<file path="config.mk">
export PLATFORM = sky130hd
export DESIGN_NAME = dlr_top
export DESIGN_NICKNAME = d
export VERILOG_FILES = /design/src/hw/dlr_pkg.sv /design/src/hw/dlr_keypad.sv /design/src/hw/dlr_top.sv
export SDC_FILE = /design/constraint.sdc
export NUM_CORES = 1
export LEC_CHECK = 0
export BUFFER_PORTS_ARGS = -buffer_cell sky130_fd_sc_hd__buf_2
export CELL_PAD_IN_SITES_DETAIL_PLACEMENT = 2
export CELL_PAD_IN_SITES_GLOBAL_PLACEMENT = 2
export CORE_UTILIZATION = 36
export CTS_CLUSTER_DIAMETER = 30
export DETAILED_ROUTE_END_ITERATION = 10
export PLACE_DENSITY = 0.83
export SLEW_MARGIN = 20
export SYNTH_ARGS = -nofsm -noshare
export SYNTH_HDL_FRONTEND = slang
export SYNTH_SLANG_ARGS = --single-unit
</file>
<file path="constraint.sdc">
create_clock -name clock -period 6.85 [get_ports clock]
set_clock_uncertainty 0.2 [all_clocks]
set_input_delay 1.7125 -clock clock [delete_from_list [all_inputs] [get_ports clock]]
set_output_delay 1.7125 -clock clock [all_outputs]
set_load 0.03 [all_outputs]
</file>
<file path="src/hw/dlr_pkg.sv">
// Purpose: constants and types for the door learn-run and manual drive block
// Assumes: position counted in millimetres by the position input, 100 MHz clock
// Notes: no software registers; every control and status bit is a plain port
package dlr_pkg;
    localparam int POS_W         = 16;
    localparam int VAL_W         = 16;
    localparam int SEL_W         = 6;
    localparam logic [POS_W-1:0] PRE_OPEN_MM  = 16'h0064; // 10 cm
    localparam logic [POS_W-1:0] FRICT_MM     = 16'h00fa; // 25 cm
    localparam logic [POS_W-1:0] MASS_RAMP_MM = 16'h0096; // 15 cm
    localparam logic [1:0] PRE_CLOSES    = 2'h2;
    localparam int HOLD_NS        = 500000000;
    localparam int CLK_NS         = 10;
    localparam int HOLD_CYC       = (HOLD_NS + CLK_NS - 1) / CLK_NS;
    localparam logic [1:0] SPD_STOP = 2'h0;
    localparam logic [1:0] SPD_SLOW = 2'h1;
    localparam logic [1:0] SPD_RED  = 2'h2;
    localparam logic [1:0] SPD_RAMP = 2'h3;
    localparam logic [SEL_W-1:0] SEL_LAST = 6'h3f;

    typedef enum logic [3:0] {
        DLR_IDLE    = 4'b0000,
        DLR_ARM     = 4'b0001,
        DLR_PRE_OP  = 4'b0010,
        DLR_PRE_CL  = 4'b0011,
        DLR_FR_OP   = 4'b0100,
        DLR_FR_CL   = 4'b0101,
        DLR_FULL_OP = 4'b0110,
        DLR_FULL_CL = 4'b0111,
        DLR_COMMIT  = 4'b1000
    } dlr_state_t;
endpackage

</file>
<file path="src/hw/dlr_keypad.sv">
// Purpose: keypad parameter selection and edit
// Assumes: key inputs are one-cycle pulses, already debounced
// Notes: edited value is held until enter commits it
`timescale 1ns/1ps
`default_nettype none
module dlr_keypad
    import dlr_pkg::*;
(
    input  wire logic                 clock,
    input  wire logic                 rstn,
    input  wire logic                 ce,
    input  wire logic                 key_up,
    input  wire logic                 key_down,
    input  wire logic                 key_enter,
    input  wire logic [VAL_W-1:0]     cur_value,
    output logic      [SEL_W-1:0]     sel_q,
    output logic                      editing_q,
    output logic      [VAL_W-1:0]     edit_val_q,
    output logic                      commit_q
);
    wire logic sel_up   = key_up && !editing_q && sel_q != SEL_LAST;
    wire logic sel_down = key_down && !editing_q && sel_q != '0;
    wire logic go_edit  = key_enter && !editing_q;
    wire logic go_done  = key_enter && editing_q;

    always_ff @(posedge clock or negedge rstn)
    begin
        if (!rstn)
        begin
            sel_q      <= '0;
            editing_q  <= 1'b0;
            edit_val_q <= '0;
            commit_q   <= 1'b0;
        end
        else if (ce)
        begin
            commit_q <= go_done;
            if (sel_up)
                sel_q <= sel_q + 1'b1;
            else if (sel_down)
                sel_q <= sel_q - 1'b1;
            if (go_edit)
            begin
                editing_q  <= 1'b1;
                edit_val_q <= cur_value;
            end
            else if (go_done)
                editing_q <= 1'b0;
            else if (editing_q && key_up && edit_val_q != '1)
                edit_val_q <= edit_val_q + 1'b1;
            else if (editing_q && key_down && edit_val_q != '0)
                edit_val_q <= edit_val_q - 1'b1;
        end
    end
endmodule
`default_nettype wire

</file>
<file path="src/hw/dlr_top.sv">
// Purpose: learn-run sequencer, manual drive arbitration, parameter apply
// Assumes: pos_mm counts millimetres from closed; closed_end/open_end from encoder logic
// Notes: mass and friction come from the motor controller as measured values
`timescale 1ns/1ps
`default_nettype none
module dlr_top
    import dlr_pkg::*;
#(
    parameter int HOLD_CYCLES = HOLD_CYC
)
(
    input  wire logic                    clock,
    input  wire logic                    rstn,
    input  wire logic                    ce,
    input  wire logic                    learn_push_button,
    input  wire logic                    manual_open_button,
    input  wire logic                    manual_close_button,
    input  wire logic                    ext_open_cmd,
    input  wire logic                    ext_close_cmd,
    input  wire logic                    stop_disable_dcu,
    input  wire logic                    service_menu_lock,
    input  wire logic                    normal_mode,
    input  wire logic                    initial_mode_apply,
    input  wire logic [dlr_pkg::POS_W-1:0] pos_mm,
    input  wire logic                    closed_end,
    input  wire logic                    open_end,
    input  wire logic [dlr_pkg::VAL_W-1:0] meas_mass,
    input  wire logic [dlr_pkg::VAL_W-1:0] meas_friction,
    input  wire logic [dlr_pkg::VAL_W-1:0] meas_energy,
    input  wire logic [dlr_pkg::VAL_W-1:0] meas_speed,
    input  wire logic                    key_up,
    input  wire logic                    key_down,
    input  wire logic                    key_enter,
    input  wire logic [dlr_pkg::VAL_W-1:0] param_rd_value,
    output logic                         motor_open_q,
    output logic                         motor_close_q,
    output logic [1:0]                   motor_speed_q,
    output logic                         learn_active_q,
    output logic                         store_q,
    output logic [dlr_pkg::POS_W-1:0]    door_width_q,
    output logic [dlr_pkg::VAL_W-1:0]    mass_q,
    output logic [dlr_pkg::VAL_W-1:0]    energy_lim_q,
    output logic [dlr_pkg::VAL_W-1:0]    speed_lim_q,
    output logic [dlr_pkg::VAL_W-1:0]    friction_q,
    output logic [dlr_pkg::SEL_W-1:0]    param_sel_q,
    output logic                         param_flash_q,
    output logic [dlr_pkg::VAL_W-1:0]    param_edit_q,
    output logic                         param_wr_q,
    output logic [dlr_pkg::SEL_W-1:0]    param_wr_sel_q,
    output logic [dlr_pkg::VAL_W-1:0]    param_wr_val_q
);
    import dlr_pkg::*;

    dlr_state_t       st_q, st_d;
    logic [31:0]      hold_q;
    logic [1:0]       ncl_q;
    logic             ramp_done_q;
    logic             pend_q;
    logic             kp_commit;
    logic [SEL_W-1:0] kp_sel;
    logic             kp_edit;
    logic [VAL_W-1:0] kp_val;

    dlr_keypad u_keypad (
        .clock      (clock),
        .rstn       (rstn),
        .ce         (ce),
        .key_up     (key_up),
        .key_down   (key_down),
        .key_enter  (key_enter),
        .cur_value  (param_rd_value),
        .sel_q      (kp_sel),
        .editing_q  (kp_edit),
        .edit_val_q (kp_val),
        .commit_q   (kp_commit)
    );

    // manual drive: external inputs masked by service menus, buttons by stop-disable
    wire logic ext_ok   = !service_menu_lock;
    wire logic btn_ok   = !stop_disable_dcu;
    wire logic req_open = (manual_open_button && btn_ok) || (ext_open_cmd && ext_ok);
    wire logic req_cls  = (manual_close_button && btn_ok) || (ext_close_cmd && ext_ok);
    wire logic man_open = req_open && !open_end;
    wire logic man_cls  = req_cls && !req_open && !closed_end;
    wire logic learning = st_q != DLR_IDLE && st_q != DLR_ARM;
    wire logic hold_done = hold_q >= 32'(HOLD_CYCLES - 1);
    wire logic in_ramp  = st_q == DLR_FULL_OP && !ramp_done_q && pos_mm >= MASS_RAMP_MM;
    wire logic standstill = !motor_open_q && !motor_close_q && !learning;
    wire logic apply_ok = standstill && (normal_mode || initial_mode_apply);

    always_comb
    begin
        st_d = st_q;
        unique case (st_q)
            DLR_IDLE:
                if (learn_push_button && closed_end && normal_mode)
                    st_d = DLR_ARM;
            DLR_ARM:
                if (!learn_push_button || !closed_end)
                    st_d = DLR_IDLE;
                else if (hold_done)
                    st_d = DLR_PRE_OP;
            DLR_PRE_OP:
                if (pos_mm >= PRE_OPEN_MM)
                    st_d = DLR_PRE_CL;
            DLR_PRE_CL:
                if (closed_end)
                    st_d = (ncl_q + 2'h1 >= PRE_CLOSES) ? DLR_FR_OP : DLR_PRE_OP;
            DLR_FR_OP:
                if (pos_mm >= FRICT_MM)
                    st_d = DLR_FR_CL;
            DLR_FR_CL:
                if (closed_end)
                    st_d = DLR_FULL_OP;
            DLR_FULL_OP:
                if (open_end)
                    st_d = DLR_FULL_CL;
            DLR_FULL_CL:
                if (closed_end)
                    st_d = DLR_COMMIT;
            DLR_COMMIT:
                st_d = DLR_IDLE;
            default:
                st_d = DLR_IDLE;
        endcase
    end

    wire logic lopen = st_q == DLR_PRE_OP || st_q == DLR_FR_OP || st_q == DLR_FULL_OP;
    wire logic lcls  = st_q == DLR_PRE_CL || st_q == DLR_FR_CL || st_q == DLR_FULL_CL;
    wire logic full  = st_q == DLR_FULL_OP || st_q == DLR_FULL_CL;
    // learn owns the motor; manual requests are ignored, not held, until it ends
    wire logic nx_open = learning ? (lopen && st_d == st_q) : man_open;
    wire logic nx_cls  = learning ? (lcls && st_d == st_q) : man_cls;
    wire logic [1:0] nx_spd = in_ramp ? SPD_RAMP : full ? SPD_RED :
                              learning ? SPD_SLOW : (nx_open || nx_cls) ? SPD_SLOW : SPD_STOP;

    always_ff @(posedge clock or negedge rstn)
    begin
        if (!rstn)
        begin
            st_q        <= DLR_IDLE;
            hold_q      <= '0;
            ncl_q       <= '0;
            ramp_done_q <= 1'b0;
            pend_q      <= 1'b0;
        end
        else if (ce)
        begin
            st_q   <= st_d;
            hold_q <= (st_q == DLR_ARM) ? hold_q + 32'h0000_0001 : '0;
            if (st_q == DLR_IDLE)
                ncl_q <= '0;
            else if (st_q == DLR_PRE_CL && closed_end)
                ncl_q <= ncl_q + 2'h1;
            if (st_q == DLR_IDLE)
                ramp_done_q <= 1'b0;
            else if (in_ramp && pos_mm >= MASS_RAMP_MM + MASS_RAMP_MM)
                ramp_done_q <= 1'b1;
            // a commit made while moving, or outside normal and initial-apply mode, is kept until apply_ok;
            // one applied at once is not kept, or it would write twice
            if (kp_commit && !apply_ok)
                pend_q <= 1'b1;
            else if (apply_ok)
                pend_q <= 1'b0;
        end
    end

    always_ff @(posedge clock or negedge rstn)
    begin
        if (!rstn)
        begin
            motor_open_q   <= 1'b0;
            motor_close_q  <= 1'b0;
            motor_speed_q  <= SPD_STOP;
            learn_active_q <= 1'b0;
            store_q        <= 1'b0;
            door_width_q   <= '0;
            mass_q         <= '0;
            energy_lim_q   <= '0;
            speed_lim_q    <= '0;
            friction_q     <= '0;
            param_sel_q    <= '0;
            param_flash_q  <= 1'b0;
            param_edit_q   <= '0;
            param_wr_q     <= 1'b0;
            param_wr_sel_q <= '0;
            param_wr_val_q <= '0;
        end
        else if (ce)
        begin
            motor_open_q   <= nx_open;
            motor_close_q  <= nx_cls;
            motor_speed_q  <= nx_spd;
            learn_active_q <= learning;
            store_q        <= st_q == DLR_COMMIT;
            if (st_q == DLR_FULL_OP && open_end)
                door_width_q <= pos_mm;
            if (in_ramp)
                mass_q <= meas_mass;
            if (st_q == DLR_FR_CL)
                friction_q <= meas_friction;
            if (st_q == DLR_COMMIT)
            begin
                energy_lim_q <= meas_energy;
                speed_lim_q  <= meas_speed;
            end
            param_sel_q   <= kp_sel;
            param_flash_q <= kp_edit;
            param_edit_q  <= kp_val;
            param_wr_q    <= (pend_q || kp_commit) && apply_ok;
            if (kp_commit)
            begin
                param_wr_sel_q <= kp_sel;
                param_wr_val_q <= kp_val;
            end
        end
    end
endmodule
`default_nettype wire

</file>
Word level (Yosys, flattened, before mapping)
Cells that the tools add are included.
Word-level totals
  output and inout port bits: 132
  flip-flop bits (word level): 196
  input port bits: 113
  word-level logic and storage cells: 158
Operators by class
  equality and inequality tests: 13
  add/subtract/negate cells: 6
  order comparisons: 6
  reduce and logical (&&, ||, !) cells: 76
  muxes and demuxes: 32
Operators with widths (number)
  16-bit 2-to-1 mux: 4
  4-bit 2-to-1 mux: 9
  32-bit by 1-bit adder with 32-bit output, second input constant: 1
  16-bit by 8-bit >= comparator with 1-bit output, second input constant: 2
  32-bit by 26-bit >= comparator with 1-bit output, second input constant: 1
  1-bit logical AND: 32
  32-bit 2-to-1 mux: 1
  4-bit case mux with 8 select lines: 1
  2-bit AND reduction: 10
  16-bit by 1-bit adder with 16-bit output, second input constant: 1
  4-bit by 3-bit == test with 1-bit output, second input constant: 4
  16-bit by 7-bit >= comparator with 1-bit output, second input constant: 1
  16-bit by 9-bit >= comparator with 1-bit output, second input constant: 1
  16-bit inequality test, second input constant: 1
  16-bit nonzero test: 1
  16-bit by 1-bit subtractor with 16-bit output, second input constant: 1
  1-bit zero test: 12
  6-bit 2-to-1 mux: 2
  1-bit logical OR: 11
  1-bit 2-to-1 mux: 10
  2-bit nonzero test: 5
  4-bit by 2-bit == test with 1-bit output, second input constant: 2
  2-bit 2-to-1 mux: 4
  6-bit by 1-bit adder with 6-bit output, second input constant: 1
  15 further kinds: 15

Depth between registers and ports, before layout
Gate-level depths: netlist of the first run.
  word-level depth: 13
  gate-level depth with buffers: 9

Hierarchy
Synthesis of the first run repeated with hierarchy kept, for this count alone.
Second synthesis, totals
  cell total of the unflattened synthesis: 808
  area, all modules: 9405.3 µm²
Modules (own cells, without submodules)
  dlr_top: area each 7288.2 µm², cells each 563, instances 1
  dlr_keypad: area each 2117.0 µm², cells each 245, instances 1

Worst setup path after synthesis of the first run
No wires, ideal clock.
  kind: in2reg
  from: input port key_up
  to: register u_keypad.edit_val_q[14]
  buffers on the path: 0
  stages on the path: 9
  slack: 2.869 ns
  arrival time: 3.652 ns
  path through: and2_1 o41ai_4 fa_1 a211oi_1 o21a_1 o21ai_1 a311oi_1 xor2_1 o21ai_0
Between the ends
  word-level cells in the longest chain between the ends: 5
Ends and longest elaborated chain
  from (decl): line dlr_top.sv:31  | input wire logic key_up,
  1-bit logical AND * (2 in series): line dlr_keypad.sv:49  | else if (editing_q && key_up && edit_val_q != '1)
  16-bit 2-to-1 mux: line dlr_keypad.sv:49
  16-bit 2-to-1 mux: line dlr_keypad.sv:47  | else if (go_done)
  16-bit 2-to-1 mux: line dlr_keypad.sv:42  | if (go_edit)
  to (signal assigned): line dlr_keypad.sv:45  | edit_val_q <= cur_value;
  to (signal assigned): line dlr_keypad.sv:50  | edit_val_q <= edit_val_q + 1'b1;
  to (signal assigned): line dlr_keypad.sv:52  | edit_val_q <= edit_val_q - 1'b1;
  to (decl): line dlr_keypad.sv:18  | output logic [VAL_W-1:0] edit_val_q,
Mark *: on every way between the ends. The rest lies on a longest branch, timed or not. The select of a mux whose other input is x is not followed.
A chain may end at the register's enable or synchronous reset.

Final worst setup path of the first run
  from: input port ce
  to: register door_width_q[0] in the netlist's numbering
Between the ends
  word-level cells in the longest chain between the ends: 1
Ends and longest elaborated chain
  from (decl): line dlr_top.sv:14  | input wire logic ce,
  2-bit AND reduction (no line)
  to (signal assigned): line dlr_top.sv:197  | door_width_q <= pos_mm;
  to (decl): line dlr_top.sv:40  | output logic [dlr_pkg::POS_W-1:0] door_width_q,
Every way passes these cells.

==> impl_metrics.json, run 1 <==
{
  "ys_seq_area_frac": 0.531,
  "vias": 7311,
  "coreArea_um2": 25200,
  "yosys_warnings": 0,
  "nets": 1169,
  "grt_pass1_wl_mm": 44.6,
  "period_share": 0.615,
  "cap_viol_max_count": 0,
  "dp_slack_ns": 2.18,
  "drive_gt1_frac": 0.394,
  "synth_area_per_cell_um2": 11.7,
  "syn_nets": 922,
  "crit_buf_inv": 2,
  "end_kind": "flop",
  "grt_max_degree": 116,
  "critical_path_class": "in2reg",
  "slowest_stage": "nand4_1",
  "clk_pin_slew_ns": 0.08,
  "grt_usage": 0.217,
  "routed_via_density": 5.30,
  "p_per_area_nw_per_um2": 424,
  "area_delta_synth_final_pct": 24.2,
  "ctsResizeCount": 0,
  "min_path_type": "reg2reg",
  "max-slew-margin-rel": 0.427,
  "io_buffer_count": 244,
  "synth_edf_count": 0,
  "die_area_um2": 26300,
  "hpwl_mm": 19.3,
  "finalSetupTns_ns": 0,
  "synth_cell_type_count": 70,
  "die_x_um": 162,
  "drtPass1Iterations": 4,
  "yosysTopAreaCell": "dfrtp_1",
  "synth_flop_cell": "dfrtp_1",
  "final-hold-violation-count": 0,
  "required_ns": 6.97,
  "cts_max_level": 4,
  "drt-total-wl_mm": 27.4,
  "synth.area.top_cells": "dfrtp_1, mux2_2, xor2_1",
  "clock-sinks": 196,
  "grt_overflow": 0,
  "syn_area_um2": 9230,
  "status": "finished, final reports clean",
  "cp_top_family": "simple AND/OR/NAND/NOR gates",
  "timing.fmax_ghz": 0.237,
  "numCtsBuffers": 17,
  "cp.arrival_ns": 4.34,
  "gp_congestion": 0.757,
  "synth_top_area_share": 0.531,
  "max_stage_delay_ns": 0.74,
  "leakagePower_uw": 0.00549,
  "layout.cells.non_filler": 1379,
  "peakVddDrop_mv": 0.214,
  "postCtsHoldBufs": 0,
  "dpl.cell_count": 1345,
  "postCtsSetupBuffers": 0,
  "drtAntennaViolNets": 0,
  "grt_pass1_vias": 8258,
  "cp_max_fo": 28,
  "ioPinCount": 245,
  "ys_seq_elements": 196,
  "antenna_found_initial": 1,
  "drc_errors": 0,
  "rows": 58,
  "cts_tree": "done",
  "crit_path_cell_trace": "buf_2 > inv_1 > nor3_2 > nand4_1 > mux2_2",
  "finalSetupViolations": 0,
  "tightest_slew_ns": 0.857,
  "fin_ws_ns": 2.64,
  "clk_path_buf_depth": 2,
  "whs_ns": 0.290,
  "rsz0062_at_grt": "no",
  "synthCells": 788,
  "finalCriticalPeriod_ns": 4.21,
  "root_buffer": "clkbuf_16",
  "wl_per_cell_um": 19.9,
  "start_kind": "input port",
  "finalPower_uw": 4860,
  "drt-initial-drc-count": 275,
  "initial_core_util": 0.367,
  "insertion_delay_ns": 0.44,
  "async_flop_share": 1.00,
  "die_h_um": 162,
  "slew_violations": 0
}
## flip-flops by register name (all words and copies together) (netlist names), 2 cells and up
register             cells
door_width_q            16
energy_lim_q            16
friction_q              16
hold_q                  32
mass_q                  16
motor_speed_q            2
ncl_q                    2
param_edit_q            16
param_sel_q              6
param_wr_sel_q           6
param_wr_val_q          16
speed_lim_q             16
st_q                     4
u_keypad.edit_val_q     16
u_keypad.sel_q           6
## power by group
part           internal (µW)  switching, µW  total [µW]  leakage [µW]
clock network            564            519        1080      0.000306
registers               1490            302        1790       0.00250
logic                    722           1260        1980       0.00269
## layout by cell type (no fill, tap or decap), types with 3 or more instances in the layout
master	instances
buf_2	243
dfrtp_1	196
mux2_2	109
nand2_1	71
nor2_1	69
xor2_1	31
o21ai_0	26
a21oi_1	24
ha_1	19
nand3_1	18
mux2_1	17
clkbuf_16	17
nand4_1	16
xnor2_1	16
a31oi_1	12
nor3_1	11
a21o_1	11
inv_1	10
nor2b_1	8
nor4_1	7
and3_1	7
o211ai_1	6
buf_4	6
a211oi_1	5
inv_8	5
o21bai_1	4
and2_1	3
nand2b_1	3
o21ai_1	3
or3_1	3
and3_2	3
o2bb2ai_1	3
a2111oi_0	3
clkinv_8	3
## layout make-up
cell class	instances	area [µm²]
fill	2649	13700
sequential	196	4900
multi-input combinational	557	4160
timing repair buffer	253	1320
clock buffer	17	425
tap	330	413
clock inverter	15	208
inverter	10	37.5
antenna	1	2.50
## logic make-up after synthesis
family,share of synthesized area
and+or+nand+nor,0.126
DFF,0.531
adders and majority gates,0.0301
muxes,0.156
buffers and inverters,0.0191
AOI/OAI and AO/OA,0.0926
xor gates and xnor gates,0.0446
## worst paths after layout
path / startpoint / to / slack (ns) / depth (start not counted)
max: ce / door_width_q[0]$_DFFE_PN0P_ / 2.64 / 5
min: mass_q[8]$_DFFE_PN0P_ / mass_q[8]$_DFFE_PN0P_ / 0.29 / 1
max reg2reg: u_keypad.edit_val_q[0]$_DFFE_PN0P_ / u_keypad.edit_val_q[14]$_DFFE_PN0P_ / 2.95 / 10
min reg2reg: mass_q[8]$_DFFE_PN0P_ / mass_q[8]$_DFFE_PN0P_ / 0.29 / 1
max in group asynchronous: rstn / st_q[3]$_DFFE_PN0P_ / 4.25 / 2
min in group asynchronous: rstn / friction_q[1]$_DFFE_PN0P_ / 1.08 / 1
## cell usage after synthesis (3+ instances only)
library cell,n
a2111oi_0,3
a211oi_1,5
a21o_1,11
a21oi_1,24
a31oi_1,12
and2_1,3
and3_1,7
and3_2,3
buf_2,8
clkbuf_1,11
dfrtp_1,196
ha_1,19
inv_1,10
mux2_1,17
mux2_2,109
nand2_1,71
nand2b_1,3
nand3_1,18
nand4_1,16
nor2_1,69
nor2b_1,8
nor3_1,11
nor4_1,7
o211ai_1,6
o21ai_0,26
o21ai_1,3
o21bai_1,4
o2bb2ai_1,3
or3_1,3
xnor2_1,16
xor2_1,31
## layer usage
| metal | wire [µm] | vias up | track usage |
|---|---|---|---|
| li1 | - | 3345 | - |
| met1 | 11400 | 3780 | 0.259 |
| met2 | 14400 | 154 | 0.387 |
| met3 | 1120 | 32 | 0.0495 |
| met4 | 520 | 0 | 0.0648 |
| met5 | 0 | - | 0 |
## through the flow
step / utilization / cell area, µm²
5_1_grt: 0.455 / 11500
2_1_floorplan: - / 9230
4_1_cts: 0.454 / 11400
3_3_place_gp: 0.429 / 10800
6_report: 0.455 / 11500
3_5_place_dp: 0.429 / 10800
Power figures use the tool's default switching activity.
==> run 2: changes to the inputs <==
--- a/config.mk
+++ b/config.mk
@@ -5,13 +5,14 @@
 export SDC_FILE = /design/constraint.sdc
 export NUM_CORES = 1
 export LEC_CHECK = 0
+export ABC_AREA = 1
 export BUFFER_PORTS_ARGS = -buffer_cell sky130_fd_sc_hd__buf_2
 export CELL_PAD_IN_SITES_DETAIL_PLACEMENT = 2
 export CELL_PAD_IN_SITES_GLOBAL_PLACEMENT = 2
-export CORE_UTILIZATION = 36
+export CORE_UTILIZATION = 29
 export CTS_CLUSTER_DIAMETER = 30
 export DETAILED_ROUTE_END_ITERATION = 10
-export PLACE_DENSITY = 0.83
+export PLACE_DENSITY = 0.76
 export SLEW_MARGIN = 20
 export SYNTH_ARGS = -nofsm -noshare
 export SYNTH_HDL_FRONTEND = slang
==> constraint.sdc (replaced) <==
create_clock -name clock -period 3.7 [get_ports clock]
set_clock_uncertainty 0.2 [all_clocks]
set_input_delay 0.925 -clock clock [delete_from_list [all_inputs] [get_ports clock]]
set_output_delay 0.925 -clock clock [all_outputs]
set_load 0.03 [all_outputs]
==> run 2 against run 1 <==
Sequential share of layout area is 2.0 points lower. Sequential power is 89% higher. Die area is 30% higher. Cell area is 5.0% higher. Clock power is 77% higher. Via count is 17% higher. Core utilization is 8.7 points lower. Global-route usage is 1.9 points lower. Critical endpoint is now u_keypad.edit_val_q[9]$_DFFE_PN0P_. First-iteration DRC count is 9.8% higher. Largest cell class unchanged.
==> impl_metrics.json, run 2 <==
{
  "fillers": 3787,
  "finalSetupTns_ns": 0,
  "syn_nets": 1201,
  "synth_edf_count": 0,
  "timing.fmax_ghz": 0.302,
  "antenna_found_initial": 5,
  "yosysTopAreaCell": "dfrtp_1",
  "top_register": "hold_q",
  "rsz0062_at_grt": "no",
  "drt-initial-drc-count": 302,
  "routed_via_density": 4.83,
  "vias": 8552,
  "ys_seq_area_frac": 0.507,
  "grt_pass1_vias": 9403,
  "synthMostInstantiatedCell": "nand2_1",
  "leakagePower_uw": 0.00606,
  "cp.arrival_ns": 3.45,
  "io_buffer_count": 244,
  "grt_pass1_wl_mm": 51.8,
  "required_ns": 3.84,
  "syn_area_um2": 9680,
  "drtAntennaViolNets": 0,
  "die_area_um2": 34100,
  "cts_tree": "done",
  "root_buffer": "clkbuf_16",
  "status": "finished, final reports clean",
  "peakVddDrop_mv": 0.365,
  "clock-sinks": 196,
  "clk_path_buf_depth": 2,
  "die_h_um": 185,
  "max-slew-margin-rel": 0.521,
  "crit_path_cell_trace": "inv_1 > nor4_1 > nand3_1 > nand2_2 > ha_1 > a21oi_1 > a21boi_0 > nand2_1 > a21oi_1 > xor2_1 > nand2_1 > o211ai_1 > nand2_1",
  "synth_common_cells": "nand2_1, dfrtp_1, inv_1",
  "clk_pin_slew_ns": 0.07,
  "grt_max_degree": 92,
  "async_flop_share": 1.00,
  "drtPass1Iterations": 4,
  "coreArea_um2": 32700,
  "drive_gt1_frac": 0.294,
  "insertion_delay_ns": 0.46,
  "final-hold-violation-count": 0,
  "finalSetupViolations": 0,
  "slowest_stage": "nor4_1",
  "postCtsSetupBuffers": 0,
  "slew_violations": 0,
  "initial_core_util": 0.296,
  "finalCriticalPeriod_ns": 3.31,
  "tightest_slew_ns": 0.708,
  "postCtsHoldBufs": 0,
  "hpwl_mm": 24.9,
  "synth.area.top_cells": "dfrtp_1, nand2_1, mux2_2",
  "final_cell_mix": "buf_2, nand2_1, dfrtp_1",
  "critical_path_class": "reg2reg",
  "synth_cell_type_count": 54,
  "ioPinCount": 245,
  "final_common_cell": "buf_2",
  "synth_area_per_cell_um2": 9.07,
  "p_per_area_nw_per_um2": 820,
  "max_stage_delay_ns": 0.40,
  "die_x_um": 185,
  "cp_max_fo": 9,
  "grt_overflow": 0,
  "nets": 1448,
  "largest_reg_flops": 32,
  "synth_top_area_share": 0.507,
  "numCtsBuffers": 17,
  "yosys_warnings": 0,
  "dpl.cell_count": 1737,
  "cap_viol_max_count": 0,
  "crit_top_cell": "nand2_1",
  "end_kind": "flop",
  "grt_usage": 0.198,
  "period_share": 0.895,
  "cts_max_level": 4,
  "finalPower_uw": 9880,
  "synth_flop_cell": "dfrtp_1",
  "drc_errors": 0,
  "min_path_type": "in2async",
  "ys_seq_elements": 196,
  "wl_per_cell_um": 18.5,
  "drt-total-wl_mm": 32.8,
  "area_delta_synth_final_pct": 24.5,
  "rows": 66,
  "start_kind": "flop",
  "synthCells": 1067,
  "layout.cells.non_filler": 1771,
  "gp_congestion": 0.816
}
==> run 2: area by class of cell <==
type / count / area, µm² / area share
antenna: 2 / 5.00 / 0.000415
sequential: 196 / 4900 / 0.407
clock inverter: 13 / 140 / 0.0116
tap: 442 / 553 / 0.0459
clock buffer: 19 / 443 / 0.0368
inverter: 115 / 432 / 0.0358
multi-input combinational: 726 / 4210 / 0.349
timing repair buffer: 258 / 1360 / 0.113
==> run 2: critical path: cells and delay by family (launching register included) <==
family,cells,cell delay (ns)
xor gates and xnor gates,1,0.18
DFF,1,0.39
AOI/OAI and AO/OA,4,0.84
adders and majority gates,1,0.32
and+or+nand+nor,6,1.15
buffers and inverters,1,0.11
==> run 2: logic make-up after synthesis <==
group	synth area share
mux	0.0815
compound gates	0.111
flops	0.507
fa+ha+maj	0.0287
simple gates	0.201
xor+xnor	0.0127
buf+inv	0.0586
==> run 2: worst paths after layout <==
kind                                                           from                                  to  slack [ns]  cells after the start
worst max-delay path            u_keypad.edit_val_q[12]$_DFFE_PN0P_  u_keypad.edit_val_q[9]$_DFFE_PN0P_        0.39                     13
worst min-delay path                                           rstn         door_width_q[3]$_DFFE_PN0P_        0.23                      1
worst max register to register  u_keypad.edit_val_q[12]$_DFFE_PN0P_  u_keypad.edit_val_q[9]$_DFFE_PN0P_        0.39                     13
worst min register to register           param_sel_q[5]$_DFFE_PN0P_          param_sel_q[5]$_DFFE_PN0P_        0.28                      2
max in group asynchronous                                      rstn              hold_q[12]$_DFFE_PN0P_        2.19                      2
min in group clock                       param_sel_q[5]$_DFFE_PN0P_          param_sel_q[5]$_DFFE_PN0P_        0.28                      2
==> run 2: where the power goes <==
part           switching (µW)  leakage (µW)  internal, µW
registers                 496       0.00251          2900
clock network             933      0.000286           973
logic                    3140       0.00326          1440
==> run 2: metal layers <==
| metal | GRT usage | share of wire | wire length [µm] |
|---|---|---|---|
| met2 | 0.359 | 0.54 | 17600 |
| met1 | 0.229 | 0.41 | 13500 |
| met3 | 0.0379 | 0.029 | 943 |
| met5 | 0 | 0.00067 | 22 |
| met4 | 0.0704 | 0.023 | 765 |
==> run 2: through the flow <==
step	utilization	hold slack [ns]	instance area, µm²	setup WS, ns
floorplan	-	0.260	9680	0.610
global placement	0.350	0.262	11500	0.328
detailed placement	0.350	0.270	11500	0.248
CTS	0.368	0.232	12000	0.218
global route	0.368	0.252	12000	0.0451
finish	0.368	0.234	12000	0.389
==> run 2: what timing repair did <==
| item | in CTS | in global routing |
|---|---|---|
| resized for setup | 0 | 1 |
| endpoints found under the hold margin | 0 | 0 |
| setup endpoints to repair | 0 | 2 |
==> run 3: changes to the inputs <==
==> constraint.sdc (replaced) <==
create_clock -name clock -period 2.8 [get_ports clock]
set_clock_uncertainty 0.2 [all_clocks]
set_input_delay 0.7 -clock clock [delete_from_list [all_inputs] [get_ports clock]]
set_output_delay 0.7 -clock clock [all_outputs]
set_load 0.03 [all_outputs]
==> run 3 against run 2 <==
The run now ends with negative setup slack left. Fmax increased by 15%. Wire length increased by 12%. Total power increased by 49%. Via count increased by 5.2%. Cell area increased by 8.7%. Global-route usage increased by 1.4 points. Largest power group unchanged. Final cell count increased by 4.7%. Die area unchanged.
==> impl_metrics.json, run 3 (synthesized netlist as in run 2, its figures left out) <==
{
  "grt_pass1_vias": 10000,
  "cts_tree": "done",
  "gp_congestion": 0.820,
  "nets": 1533,
  "top_register": "hold_q",
  "finalCriticalPeriod_ns": 2.87,
  "clock-sinks": 196,
  "final_cell_mix": "buf_2, dfrtp_1, nand2_1",
  "coreArea_um2": 32700,
  "drt-total-wl_mm": 36.8,
  "peakVddDrop_mv": 0.493,
  "rows": 66,
  "antenna_found_initial": 3,
  "layout.cells.non_filler": 1854,
  "fin_ws_ns": -0.0678,
  "tightest_slew_ns": 0.607,
  "hpwl_mm": 26.5,
  "cts_max_level": 4,
  "start_kind": "flop",
  "root_buffer": "clkbuf_16",
  "end_kind": "flop",
  "timing.fmax_ghz": 0.349,
  "insertion_delay_ns": 0.45,
  "largest_reg_flops": 32,
  "drtAntennaViolNets": 0,
  "die_h_um": 185,
  "wl_per_cell_um": 19.8,
  "grt_overflow": 0,
  "status": "complete, but fails checks",
  "slowest_stage": "dfrtp_1",
  "crit_path_cell_trace": "inv_2 > nor4_4 > buf_4 > nand3_4 > nand2_8 > buf_8 > ha_4 > buf_6 > nand2_1 > nor2_1 > buf_4 > nand3_1 > o211ai_1 > a21oi_1 > o21ai_1 > nand2_1 > o21ai_1",
  "required_ns": 2.92,
  "finalSetupViolations": 10,
  "die_area_um2": 34100,
  "slew_violations": 0,
  "clk_pin_slew_ns": 0.08,
  "area_delta_synth_final_pct": 35.2,
  "vias": 8995,
  "dpl.cell_count": 1811,
  "grt_max_degree": 59,
  "final-hold-violation-count": 0,
  "die_x_um": 185,
  "violations": "negative setup slack",
  "grt_usage": 0.211,
  "final_common_cell": "buf_2",
  "io_buffer_count": 244,
  "max-slew-margin-rel": 0.595,
  "cap_viol_max_count": 0,
  "drc_errors": 0,
  "initial_core_util": 0.296,
  "p_per_area_nw_per_um2": 1130,
  "max_stage_delay_ns": 0.37,
  "finalPower_uw": 14800,
  "rsz0062_at_grt": "yes",
  "grt_pass1_wl_mm": 55.2,
  "clk_path_buf_depth": 2,
  "routed_via_density": 4.85,
  "cp_max_fo": 6,
  "cp.arrival_ns": 2.99,
  "numCtsBuffers": 17,
  "drt-initial-drc-count": 323,
  "critical_path_class": "reg2reg",
  "drtPass1Iterations": 5,
  "drive_gt1_frac": 0.384,
  "min_path_type": "in2async",
  "period_share": 1.02,
  "leakagePower_uw": 0.00652,
  "ioPinCount": 245
}
-- run 3: cell types whose count changed in the layout (fill, tap and decap cells not counted), moves of 9 or more --
cell     delta
buf_4      +80
nand2_1    -19
nand2_2    +15
a21oi_1    -12
a21oi_2    +10
ha_1       -10
ha_4        +9
nand3_1     -9
-- run 3: area by class of cell --
| class | instances | area [µm²] |
|---|---|---|
| fill | 3699 | 19600 |
| sequential | 196 | 4900 |
| multi-input combinational | 726 | 4620 |
| timing repair buffer | 343 | 2030 |
| tap | 442 | 553 |
| clock buffer | 19 | 433 |
| inverter | 115 | 432 |
| clock inverter | 11 | 106 |
| antenna | 2 | 5.00 |
-- run 3: path summary, 6_finish.rpt --
kind | startpoint | to | slack, ns | cells past startpoint
setup / recovery | u_keypad.edit_val_q[9]$_DFFE_PN0P_ | u_keypad.edit_val_q[11]$_DFFE_PN0P_ | -0.07 | 17
hold / removal | rstn | door_width_q[13]$_DFFE_PN0P_ | 0.04 | 1
setup reg to reg | u_keypad.edit_val_q[9]$_DFFE_PN0P_ | u_keypad.edit_val_q[11]$_DFFE_PN0P_ | -0.07 | 17
hold reg to reg | param_sel_q[4]$_DFFE_PN0P_ | param_sel_q[4]$_DFFE_PN0P_ | 0.28 | 2
max in group asynchronous | rstn | friction_q[14]$_DFFE_PN0P_ | 1.65 | 2
min in group clock | meas_mass[7] | mass_q[7]$_DFFE_PN0P_ | 0.27 | 2
-- run 3: routing by layer --
layer | part of all wire | global-route usage
met1 | 0.42 | 0.252
met2 | 0.53 | 0.383
met3 | 0.032 | 0.0415
met4 | 0.018 | 0.0592
met5 | 0.00063 | 0
-- run 3: critical path: cells and delay by family, from the launching register on --
kind / cells / cell delay, ns
simple gates: 7 / 0.84
buf+inv: 5 / 0.62
compound gates: 4 / 0.50
flops: 1 / 0.37
fa+ha+maj: 1 / 0.22
-- run 3: what timing repair did --
action	CTS	global route
endpoints found under the setup margin	14	14
gates resized for setup	34	63
hold buffers	0	0
pin swaps	9	33
setup buffers	2	9
-- run 3: per-stage QoR --
step | hold WS, ns | utilization | setup WS, ns | setup TNS, ns | area (µm²)
floorplan | 0.204 | - | 0.0864 | 0 | 9690
global placement | 0.263 | 0.368 | -0.191 | -1.59 | 12000
detailed placement | 0.267 | 0.368 | -0.328 | -3.07 | 12000
CTS | 0.0456 | 0.390 | -0.00254 | -0.00254 | 12800
global route | 0.0530 | 0.400 | -0.206 | -1.78 | 13100
finish | 0.0414 | 0.400 | -0.0678 | -0.292 | 13100
-- run 3: power breakdown --
part           total (µW)  switching (µW)  leakage [µW]  internal [µW]
sequential           4440             603       0.00251           3830
clock                2390            1170      0.000261           1230
combinational        7930            5030       0.00374           2900
